==> src/shared/hms_pkg.sv <==
// constants and types for the halt mode sequencer
package hms_pkg;
  // register byte offsets on the axi4-lite slave
  localparam logic [7:0] OFF_CTRL = 8'h00;
  localparam logic [7:0] OFF_STATUS = 8'h04;
  localparam logic [7:0] OFF_IRQ_STAT = 8'h08;
  localparam logic [7:0] OFF_IRQ_MASK = 8'h0c;
  localparam logic [7:0] OFF_OPTION = 8'h10;
  // control register fields
  localparam int CTRL_OSC_IRQ_ENABLE = 0;
  // option register fields
  localparam int OPT_LONG_DELAY = 0;
  localparam int OPT_WDG_HALT = 1;
  // interrupt status fields
  localparam int IRQ_ENTER = 0;
  localparam int IRQ_WAKE = 1;
  localparam int IRQ_WDG_RESET = 2;
  localparam int IRQ_BITS = 3;
  // reset values
  localparam logic [31:0] CTRL_RESET = 32'h0000_0000;
  localparam logic [31:0] OPTION_RESET = 32'h0000_0000;
  // halt opcode and mask level forced on entry
  localparam logic [7:0] HALT_OPCODE = 8'h8e;
  localparam logic [1:0] MASK_LEVEL_ENABLE = 2'h2;
  // settling delay lengths in cpu cycles
  localparam int SETTLE_SHORT = 256;
  localparam int SETTLE_LONG = 4096;
  // axi responses
  localparam logic [1:0] RESP_OKAY = 2'h0;
  localparam logic [1:0] RESP_SLVERR = 2'h2;
  typedef enum logic [2:0] {
    HMS_RUN,
    HMS_TIMED_SLEEP,
    HMS_FULL_HALT,
    HMS_SETTLE
  } hms_state_t;
endpackage

==> src/logic/hms_sequencer.sv <==
// halt mode sequencer: timed deep sleep and full halt with axi4-lite registers
// What this block does
// - halt with osc_irq_enable set enters timed deep sleep
// - timed deep sleep wakes only on timebase interrupt or reset
// - timebase wake resumes cpu at once, no settling delay
// - reset wake from timed deep sleep applies settling delay first
// - entry to either state forces mask level to binary 10
// - timed deep sleep keeps only oscillator and timebase clocked
// - timed deep sleep with osc_irq_enable set never resets via watchdog
// - settling delay length is 256 or 4096 cycles by option
// - halt with osc_irq_enable clear enters full halt
// - full halt wakes on reset or halt-capable interrupt, then settles
// - after settling release cpu to interrupt or reset vector
// - full halt stops oscillator and all peripheral clocks
// - watchdog halt option decides if halt gives watchdog reset
// - waking interrupt service pushes condition code, sets level, pops restore
// - opcode 0x8e decodes as the halt instruction
//
// Decided for this implementation: the AXI4-Lite slave port and the address map.
`timescale 1ns/1ns
module hms_sequencer
  import hms_pkg::*;
#(
  parameter int SHORT_DELAY = SETTLE_SHORT,
  parameter int LONG_DELAY = SETTLE_LONG
) (
  // clock and reset
  input wire logic aclk,
  input wire logic aresetn,
  // cpu core
  input wire logic opcode_valid,
  input wire logic [7:0] opcode,
  input wire logic wake_reset,
  input wire logic timebase_irq,
  input wire logic halt_wake_irq,
  input wire logic watchdog_active,
  input wire logic irq_service,
  input wire logic [1:0] irq_level,
  input wire logic cc_pop,
  input wire logic [1:0] cc_popped_level,
  output logic [1:0] mask_level,
  output logic cc_push,
  output logic cpu_run,
  output logic fetch_reset_vector,
  // clock gating
  output logic osc_enable,
  output logic timebase_clk_en,
  output logic periph_clk_en,
  output logic watchdog_reset,
  // axi4-lite slave
  input wire logic [7:0] s_axi_awaddr,
  input wire logic s_axi_awvalid,
  output logic s_axi_awready,
  input wire logic [31:0] s_axi_wdata,
  input wire logic [3:0] s_axi_wstrb,
  input wire logic s_axi_wvalid,
  output logic s_axi_wready,
  output logic [1:0] s_axi_bresp,
  output logic s_axi_bvalid,
  input wire logic s_axi_bready,
  input wire logic [7:0] s_axi_araddr,
  input wire logic s_axi_arvalid,
  output logic s_axi_arready,
  output logic [31:0] s_axi_rdata,
  output logic [1:0] s_axi_rresp,
  output logic s_axi_rvalid,
  input wire logic s_axi_rready,
  // interrupt
  output logic irq
);
  localparam int CW = $clog2(LONG_DELAY + 1);
  localparam logic [CW-1:0] SHORT_TERM = CW'(SHORT_DELAY - 1);
  localparam logic [CW-1:0] LONG_TERM = CW'(LONG_DELAY - 1);

  // the counter width follows the long delay, so the short one may not exceed it
  if (SHORT_DELAY < 1 || LONG_DELAY < SHORT_DELAY) begin : gen_bad_delay
    $error("hms_sequencer: settling delays must satisfy 1 <= short <= long");
  end

  hms_state_t state;
  logic [CW-1:0] settle_count;
  logic settle_from_reset;
  logic osc_irq_enable;
  logic [1:0] option;
  logic [IRQ_BITS-1:0] irq_stat;
  logic [IRQ_BITS-1:0] irq_mask;
  logic aw_held;
  logic w_held;
  logic [7:0] aw_addr;
  logic [31:0] w_data;
  logic [3:0] w_strb;

  // halt is decoded only while the cpu runs
  logic halt_exec;
  logic [CW-1:0] settle_term;
  logic settle_done;
  logic wr_fire;
  logic ev_enter;
  logic ev_wake;
  logic ev_wdg;
  assign halt_exec = opcode_valid && opcode == HALT_OPCODE && cpu_run;
  assign settle_term = option[OPT_LONG_DELAY] ? LONG_TERM : SHORT_TERM;
  assign settle_done = settle_count == settle_term;
  assign wr_fire = aw_held && w_held && !s_axi_bvalid;
  // a halt turned into a watchdog reset is not an entry
  assign ev_enter = halt_exec && !ev_wdg;
  assign ev_wake = (state == HMS_TIMED_SLEEP && (timebase_irq || wake_reset))
    || (state == HMS_FULL_HALT && (halt_wake_irq || wake_reset));
  // watchdog reset only from full halt entry, never from timed sleep
  assign ev_wdg = halt_exec && !osc_irq_enable && watchdog_active && !option[OPT_WDG_HALT];

  // sequencer state
  always_ff @(posedge aclk) begin
    if (!aresetn) begin
      state <= HMS_RUN;
      settle_from_reset <= 1'b0;
    end else begin
      case (state)
        HMS_RUN: begin
          if (halt_exec && !ev_wdg) begin
            state <= osc_irq_enable ? HMS_TIMED_SLEEP : HMS_FULL_HALT;
          end
        end
        HMS_TIMED_SLEEP: begin
          if (wake_reset) begin
            state <= HMS_SETTLE;
            settle_from_reset <= 1'b1;
          end else if (timebase_irq) begin
            state <= HMS_RUN;
            settle_from_reset <= 1'b0;
          end
        end
        HMS_FULL_HALT: begin
          if (wake_reset || halt_wake_irq) begin
            state <= HMS_SETTLE;
            settle_from_reset <= wake_reset;
          end
        end
        HMS_SETTLE: begin
          if (settle_done) begin
            state <= HMS_RUN;
          end
        end
        default: state <= HMS_RUN;
      endcase
    end
  end

  // settling counter restarts from zero with the oscillator
  always_ff @(posedge aclk) begin
    if (!aresetn) begin
      settle_count <= '0;
    end else if (state == HMS_SETTLE && !settle_done) begin
      settle_count <= settle_count + 1'b1;
    end else begin
      settle_count <= '0;
    end
  end

  // clock gating and cpu release, registered outputs
  always_ff @(posedge aclk) begin
    if (!aresetn) begin
      cpu_run <= 1'b1;
      osc_enable <= 1'b1;
      timebase_clk_en <= 1'b1;
      periph_clk_en <= 1'b1;
      fetch_reset_vector <= 1'b0;
      watchdog_reset <= 1'b0;
    end else begin
      watchdog_reset <= ev_wdg;
      fetch_reset_vector <= state == HMS_SETTLE && settle_done && settle_from_reset;
      if (halt_exec && !ev_wdg) begin
        cpu_run <= 1'b0;
        periph_clk_en <= 1'b0;
        osc_enable <= osc_irq_enable;
        timebase_clk_en <= osc_irq_enable;
      end else if (state == HMS_TIMED_SLEEP && (timebase_irq || wake_reset)) begin
        cpu_run <= !wake_reset;
        periph_clk_en <= !wake_reset;
      end else if (state == HMS_FULL_HALT && (wake_reset || halt_wake_irq)) begin
        osc_enable <= 1'b1;
        timebase_clk_en <= 1'b1;
      end else if (state == HMS_SETTLE && settle_done) begin
        cpu_run <= 1'b1;
        periph_clk_en <= 1'b1;
      end
    end
  end

  // interrupt mask level and condition code stacking
  always_ff @(posedge aclk) begin
    if (!aresetn) begin
      mask_level <= 2'h3;
      cc_push <= 1'b0;
    end else begin
      cc_push <= irq_service && cpu_run;
      if (halt_exec && !ev_wdg) begin
        mask_level <= MASK_LEVEL_ENABLE;
      end else if (irq_service && cpu_run) begin
        // the stacked copy lives in cpu memory; the core hands it back on pop
        mask_level <= irq_level;
      end else if (cc_pop) begin
        mask_level <= cc_popped_level;
      end
    end
  end

  // axi write channel capture, either order
  always_ff @(posedge aclk) begin
    if (!aresetn) begin
      aw_held <= 1'b0;
      w_held <= 1'b0;
      aw_addr <= '0;
      w_data <= '0;
      w_strb <= '0;
      s_axi_bvalid <= 1'b0;
      s_axi_bresp <= RESP_OKAY;
    end else begin
      if (s_axi_awvalid && s_axi_awready) begin
        aw_held <= 1'b1;
        aw_addr <= s_axi_awaddr;
      end
      if (s_axi_wvalid && s_axi_wready) begin
        w_held <= 1'b1;
        w_data <= s_axi_wdata;
        w_strb <= s_axi_wstrb;
      end
      if (wr_fire) begin
        aw_held <= 1'b0;
        w_held <= 1'b0;
        s_axi_bvalid <= 1'b1;
        if (aw_addr == OFF_CTRL || aw_addr == OFF_IRQ_STAT || aw_addr == OFF_IRQ_MASK
            || aw_addr == OFF_OPTION || aw_addr == OFF_STATUS) begin
          s_axi_bresp <= RESP_OKAY;
        end else begin
          s_axi_bresp <= RESP_SLVERR;
        end
      end else if (s_axi_bvalid && s_axi_bready) begin
        s_axi_bvalid <= 1'b0;
      end
    end
  end
  assign s_axi_awready = !aw_held && !s_axi_bvalid;
  assign s_axi_wready = !w_held && !s_axi_bvalid;

  // software registers; status is read-only
  always_ff @(posedge aclk) begin
    if (!aresetn) begin
      osc_irq_enable <= CTRL_RESET[CTRL_OSC_IRQ_ENABLE];
      option <= OPTION_RESET[1:0];
      irq_mask <= '0;
    end else if (wr_fire && w_strb[0]) begin
      if (aw_addr == OFF_CTRL) begin
        osc_irq_enable <= w_data[CTRL_OSC_IRQ_ENABLE];
      end else if (aw_addr == OFF_IRQ_MASK) begin
        irq_mask <= w_data[IRQ_BITS-1:0];
      end else if (aw_addr == OFF_OPTION) begin
        option <= w_data[1:0];
      end
    end
  end

  // sticky events; a new event wins over a write-one clear
  logic [IRQ_BITS-1:0] ev_vec;
  logic [IRQ_BITS-1:0] clr_vec;
  assign ev_vec = {ev_wdg, ev_wake, ev_enter};
  assign clr_vec = (wr_fire && w_strb[0] && aw_addr == OFF_IRQ_STAT) ? w_data[IRQ_BITS-1:0] : '0;
  always_ff @(posedge aclk) begin
    if (!aresetn) begin
      irq_stat <= '0;
      irq <= 1'b0;
    end else begin
      irq_stat <= (irq_stat & ~clr_vec) | ev_vec;
      irq <= |(((irq_stat & ~clr_vec) | ev_vec) & irq_mask);
    end
  end

  // axi read channel
  always_ff @(posedge aclk) begin
    if (!aresetn) begin
      s_axi_rvalid <= 1'b0;
      s_axi_rdata <= '0;
      s_axi_rresp <= RESP_OKAY;
    end else if (s_axi_arvalid && s_axi_arready) begin
      s_axi_rvalid <= 1'b1;
      s_axi_rresp <= RESP_OKAY;
      if (s_axi_araddr == OFF_CTRL) begin
        s_axi_rdata <= {31'h0, osc_irq_enable};
      end else if (s_axi_araddr == OFF_STATUS) begin
        s_axi_rdata <= {24'h0, 1'b0, state, settle_from_reset, mask_level, cpu_run};
      end else if (s_axi_araddr == OFF_IRQ_STAT) begin
        s_axi_rdata <= {29'h0, irq_stat};
      end else if (s_axi_araddr == OFF_IRQ_MASK) begin
        s_axi_rdata <= {29'h0, irq_mask};
      end else if (s_axi_araddr == OFF_OPTION) begin
        s_axi_rdata <= {30'h0, option};
      end else begin
        s_axi_rdata <= '0;
        s_axi_rresp <= RESP_SLVERR;
      end
    end else if (s_axi_rvalid && s_axi_rready) begin
      s_axi_rvalid <= 1'b0;
    end
  end
  assign s_axi_arready = !s_axi_rvalid;

  // checks
  chk_halt_entry: assert property (@(posedge aclk) disable iff (!aresetn)
    halt_exec && !ev_wdg |=> mask_level == MASK_LEVEL_ENABLE && !cpu_run)
    else $error("halt entry did not force mask level or stop cpu");
  chk_sleep_kind: assert property (@(posedge aclk) disable iff (!aresetn)
    halt_exec && osc_irq_enable |=> state == HMS_TIMED_SLEEP && timebase_clk_en)
    else $error("timed sleep not entered");
  chk_full_halt: assert property (@(posedge aclk) disable iff (!aresetn)
    halt_exec && !osc_irq_enable && !ev_wdg |=> state == HMS_FULL_HALT && !osc_enable)
    else $error("full halt not entered with oscillator off");
  chk_sleep_only: assert property (@(posedge aclk) disable iff (!aresetn)
    state == HMS_TIMED_SLEEP && !timebase_irq && !wake_reset |=> state == HMS_TIMED_SLEEP)
    else $error("timed sleep left without timebase or reset");
  chk_fast_wake: assert property (@(posedge aclk) disable iff (!aresetn)
    state == HMS_TIMED_SLEEP && timebase_irq && !wake_reset |=> state == HMS_RUN && cpu_run)
    else $error("timebase wake inserted a delay");
  chk_no_wdg_sleep: assert property (@(posedge aclk) disable iff (!aresetn)
    halt_exec && osc_irq_enable |=> !watchdog_reset)
    else $error("watchdog reset from timed sleep");
  chk_settle_gate: assert property (@(posedge aclk) disable iff (!aresetn)
    state == HMS_SETTLE && !settle_done |=> !cpu_run)
    else $error("cpu released before settling ended");
  chk_settle_len: assert property (@(posedge aclk) disable iff (!aresetn)
    $rose(state == HMS_SETTLE) && !option[OPT_LONG_DELAY] |-> ##[1:300] state == HMS_RUN)
    else $error("short settling delay overran");
  chk_periph_off: assert property (@(posedge aclk) disable iff (!aresetn)
    state == HMS_FULL_HALT |-> !periph_clk_en && !cpu_run)
    else $error("peripherals clocked in full halt");
  chk_wdg_reset: assert property (@(posedge aclk) disable iff (!aresetn)
    halt_exec && !osc_irq_enable && watchdog_active && !option[OPT_WDG_HALT] |=> watchdog_reset && cpu_run)
    else $error("watchdog halt option not honoured");
  chk_release_vector: assert property (@(posedge aclk) disable iff (!aresetn)
    state == HMS_SETTLE && settle_done |=> cpu_run && fetch_reset_vector == $past(settle_from_reset))
    else $error("release after settling wrong");
  chk_osc_restart: assert property (@(posedge aclk) disable iff (!aresetn)
    state == HMS_FULL_HALT && (wake_reset || halt_wake_irq) |=> state == HMS_SETTLE && osc_enable && !cpu_run)
    else $error("full halt wake did not restart oscillator");
  chk_sleep_clocks: assert property (@(posedge aclk) disable iff (!aresetn)
    state == HMS_TIMED_SLEEP |-> osc_enable && timebase_clk_en && !periph_clk_en && !cpu_run)
    else $error("timed sleep clocking wrong");
  chk_halt_opcode: assert property (@(posedge aclk) disable iff (!aresetn)
    opcode_valid && opcode != HALT_OPCODE && cpu_run |=> cpu_run)
    else $error("non halt opcode stopped the cpu");
  chk_reset_settle: assert property (@(posedge aclk) disable iff (!aresetn)
    state == HMS_TIMED_SLEEP && wake_reset |=> state == HMS_SETTLE && !cpu_run)
    else $error("reset wake from timed sleep skipped settling");
  chk_push_level: assert property (@(posedge aclk) disable iff (!aresetn)
    irq_service && cpu_run && !halt_exec |=> cc_push && mask_level == $past(irq_level))
    else $error("service did not push or set level");
  chk_mask_pop: assert property (@(posedge aclk) disable iff (!aresetn)
    cc_pop && !halt_exec && !(irq_service && cpu_run) |=> mask_level == $past(cc_popped_level))
    else $error("pop did not restore level");
  chk_irq_output: assert property (@(posedge aclk) disable iff (!aresetn)
    irq == |(irq_stat & $past(irq_mask)))
    else $error("irq line disagrees with status and mask");
  chk_wake_sticky: assert property (@(posedge aclk) disable iff (!aresetn)
    ev_wake |=> irq_stat[IRQ_WAKE])
    else $error("wake event not recorded");
  chk_write_answer: assert property (@(posedge aclk) disable iff (!aresetn)
    s_axi_awvalid && s_axi_awready && s_axi_wvalid && s_axi_wready |=> ##1 s_axi_bvalid)
    else $error("write response late");
  chk_read_answer: assert property (@(posedge aclk) disable iff (!aresetn)
    s_axi_arvalid && s_axi_arready |=> s_axi_rvalid)
    else $error("read data late");
endmodule // hms_sequencer

==> config.mk <==
export PLATFORM = sky130hd
export DESIGN_NAME = hms_sequencer
export DESIGN_NICKNAME = d
export VERILOG_FILES = /design/src/shared/hms_pkg.sv /design/src/logic/hms_sequencer.sv
export SDC_FILE = /design/constraint.sdc
export NUM_CORES = 1
export LEC_CHECK = 0
export BUFFER_PORTS_ARGS = -buffer_cell sky130_fd_sc_hd__clkbuf_2
export CORE_ASPECT_RATIO = 0.8
export CORE_UTILIZATION = 47
export DETAILED_ROUTE_END_ITERATION = 8
export PLACE_DENSITY = 0.8
export SLEW_MARGIN = 30
export SYNTH_ARGS = -nofsm -noshare
export SYNTH_HDL_FRONTEND = slang
export SYNTH_SLANG_ARGS = --single-unit
==> constraint.sdc <==
create_clock -name aclk -period 2.4 [get_ports aclk]
set_clock_uncertainty 0.2 [all_clocks]
set_input_delay 0.36 -clock aclk [delete_from_list [all_inputs] [get_ports aclk]]
set_output_delay 0.36 -clock aclk [all_outputs]
set_load 0.01 [all_outputs]
==> impl_metrics.py <==
metrics = {
    "timing": {
        "tightest_slew_ps": 535,
        "final_max_slew_viol_count": 0,
        "maxSlewHeadroom_pct": 64.3,
        "rsz0062_at_grt": "no",
        "max_freq_mhz": 495,
        "setup_violations": 0,
        "postLayoutSetupSlackWorst_ps": 378,
        "period_minus_slack_ps": 2020,
        "hold_viol": 0,
        "fin_tns_setup_ps": 0,
        "min_period_over_period_pct": 84.2,
        "fin_hold_ws_ps": 72.5,
    },
    "routing": {
        "first_iter_violations": 116,
        "wire_per_inst_um": 12.6,
        "wl_mm": 5.99,
        "route.detailed.drc": 0,
        "ant_nets": 0,
        "dr_total_vias": 2411,
        "via_per_inst": 5.08,
        "firstDrtPassIters": 4,
    },
    "synth": {
        "synth_cells": 324,
        "synthTopCellsByArea": "dfxtp_1, buf_4, mux2i_1, nor2b_1, nand2_1",
        "avgSynthCellArea_um2": 8.99,
        "synth.distinct_cells": 50,
        "synth.top_cells.by_count": "dfxtp_1, buf_4, nor2b_1",
        "synth_area_leader_cell": "dfxtp_1",
        "synth_warnings": 0,
        "synth_most_common_cell": "dfxtp_1",
        "synthFlopType": "dfxtp_1",
        "ys_ff_latch": 57,
        "yosysSeqAreaShare_pct": 39.2,
        "netlist_area_um2": 2910,
        "synth_top_area_share_pct": 39.2,
        "synth_edf_count": 0,
        "async_reset_ff_share_pct": 0,
    },
    "layout": {
        "num_antenna_cells": 0,
        "fin_cells": 475,
        "synthToLayoutAreaGrowth_pct": 16.4,
        "fillers": 543,
        "drive_gt1_share_pct": 25.4,
        "fin_util_pct": 57.0,
        "fin_area_um2": 3390,
        "fin_nets": 468,
    },
    "critical_path": {
        "critical-path-top-delay-family": "simple AND/OR/NAND/NOR gates",
        "cp_slowest_stage_delay_ps": 580,
        "startpoint": "aw_addr[1]",
        "required_ps": 2410,
        "startpoint_type": "flop",
        "reg2reg_slack_ps": 380,
        "rr_worst_depth": 5,
        "worstSetupPathType": "reg2reg",
        "path_cells": "or4_4 > nor4_4 > a21boi_1 > o211ai_1 > o211ai_1",
        "crit_arrival_ps": 2030,
        "critPathMostFrequentCell": "o211ai_1",
        "crit_path_end_kind": "flop",
        "regToRegStartpoint": "aw_addr[1]",
        "r2r-end": "irq",
        "cp_max_fo": 4,
        "crit_cells": 5,
        "crit_slowest_cell": "or4_4",
        "cp-endpoint": "irq",
        "crit_buf_inv": 0,
    },
    "place": {
        "placed_cells": 459,
        "port_buffers": 68,
        "place_hpwl_mm": 4.43,
        "globalplace.congestion": 0.829,
        "dpl_worst_slack_ps": 261,
        "post_dp_cell_area_um2": 3190,
    },
    "cts": {
        "worstSkewPairLatency_ps": 340,
        "ctsResizeCount": 0,
        "postCtsSetupBuffers": 0,
        "root_buffer": "clkbuf_8",
        "h-tree-depth": 3,
        "numCtsBuffers": 9,
        "clkSlewWorstSetupHoldPaths_ps": 70,
        "cts_sinks": 57,
        "clockBufferDepth": 2,
        "tritoncts": "done",
        "cts_hold_buf": 0,
    },
    "min_path": {
        "hold_class": "in2reg",
        "min_from": "s_axi_wstrb[0]",
    },
    "pwr": {
        "vdd_drop_max_v": 0.000246,
        "leakagePower_nw": 1.46,
        "fin_total_pwr_mw": 2.07,
        "power.density_nw_per_um2": 612,
    },
    "floorplanning": {
        "ioPinCount": 129,
        "rows": 25,
        "die_w_um": 90.0,
        "dieArea_um2": 6520,
        "die_h_um": 72.4,
        "core_area_um2": 5940,
        "initial_core_util_pct": 49.0,
    },
    "global_routing": {
        "grt_max_degree": 30,
        "grt_antenna_before_repair": 0,
        "grt_use_total_pct": 18.8,
        "gr-total-overflow": 0,
        "first_global_vias": 2140,
        "grt_pass1_wl_mm": 9.67,
    },
    "outcome": {
        "status": "completed",
    },
    "job": {
        "drv_cap": 0,
    },
}
## state kept, by name, summed over array words and instances, names as in the netlist, 2 cells and up
name,count
option,2
w_data,3
settle_count,13
s_axi_rdata,6
irq_stat,3
mask_level,2
irq_mask,3
state,2
aw_addr,8
## cells in the final DEF, fill, tap and decap left out, types with 5 or more instances in the layout
| cell | netlist | routed |
|---|---|---|
| clkbuf_2 | 1 | 68 |
| dfxtp_1 | 57 | 57 |
| nor2b_1 | 30 | 30 |
| conb_1 | 1 | 28 |
| nand2_1 | 26 | 26 |
| nor2_1 | 25 | 25 |
| mux2i_1 | 20 | 20 |
| o21ai_0 | 11 | 11 |
| a21oi_1 | 9 | 9 |
| o211ai_1 | 9 | 9 |
| clkbuf_8 | 0 | 9 |
| and3_1 | 7 | 7 |
| xnor2_1 | 7 | 7 |
| inv_1 | 5 | 5 |
| nand2b_1 | 5 | 5 |
| nand3_1 | 5 | 5 |
## cell type report
cell class,count,area [µm²],share of cell area [%]
Timing Repair Buffer,72,370,10.9
Inverter,5,18.8,0.554
Tap cell,81,101,2.99
Clock buffer,9,124,3.65
Clock inverter,7,71.3,2.10
Sequential cell,57,1140,33.7
Multi-Input combinational cell,244,1560,46.1
## cells by family (layout without fill, tap and decap cells)
logic type	after synthesis	after routing	synth area share (%)
AO/OA/AOI/OAI	55	55	12.9
flip-flops	57	57	39.2
buffers and inverters	50	93	10.6
AND/OR/NAND/NOR	127	127	25.7
XOR/XNOR	11	11	3.31
adder cells (fa/ha/maj)	1	1	0.430
multiplexers	22	22	7.65
other	1	28	0.129
## worst min-delay path by stage
| stage | to | slack [ps] | cells past startpoint |
|---|---|---|---|
| finish | w_strb[0] | 70 | 3 |
| global placement | settle_count[0] | 230 | 1 |
| detailed placement | settle_count[0] | 240 | 1 |
| floorplan | settle_count[0] | 220 | 1 |
| global route | w_strb[0] | 70 | 3 |
| CTS | w_strb[0] | 60 | 3 |
## tightest hold or removal path: cells and delay by family
family / cells / cell delay, ps
buffers and inverters: 1 / 80
AND/OR/NAND/NOR: 1 / 90
AO/OA/AOI/OAI: 1 / 50
## power by group
part	switching (mW)	internal, mW
Combinational	0.113	0.0932
Clock	0.395	0.476
Sequential	0.0253	0.972
## per-layer routing
layer / track usage [%] / routed length (µm) / part of all wire, %
met5: 0 / 0 / 0
met4: 6.81 / 113 / 1.9
met3: 7.34 / 352 / 5.9
met2: 30.6 / 2780 / 46
met1: 22.9 / 2740 / 46
Power figures use the tool's default switching activity.
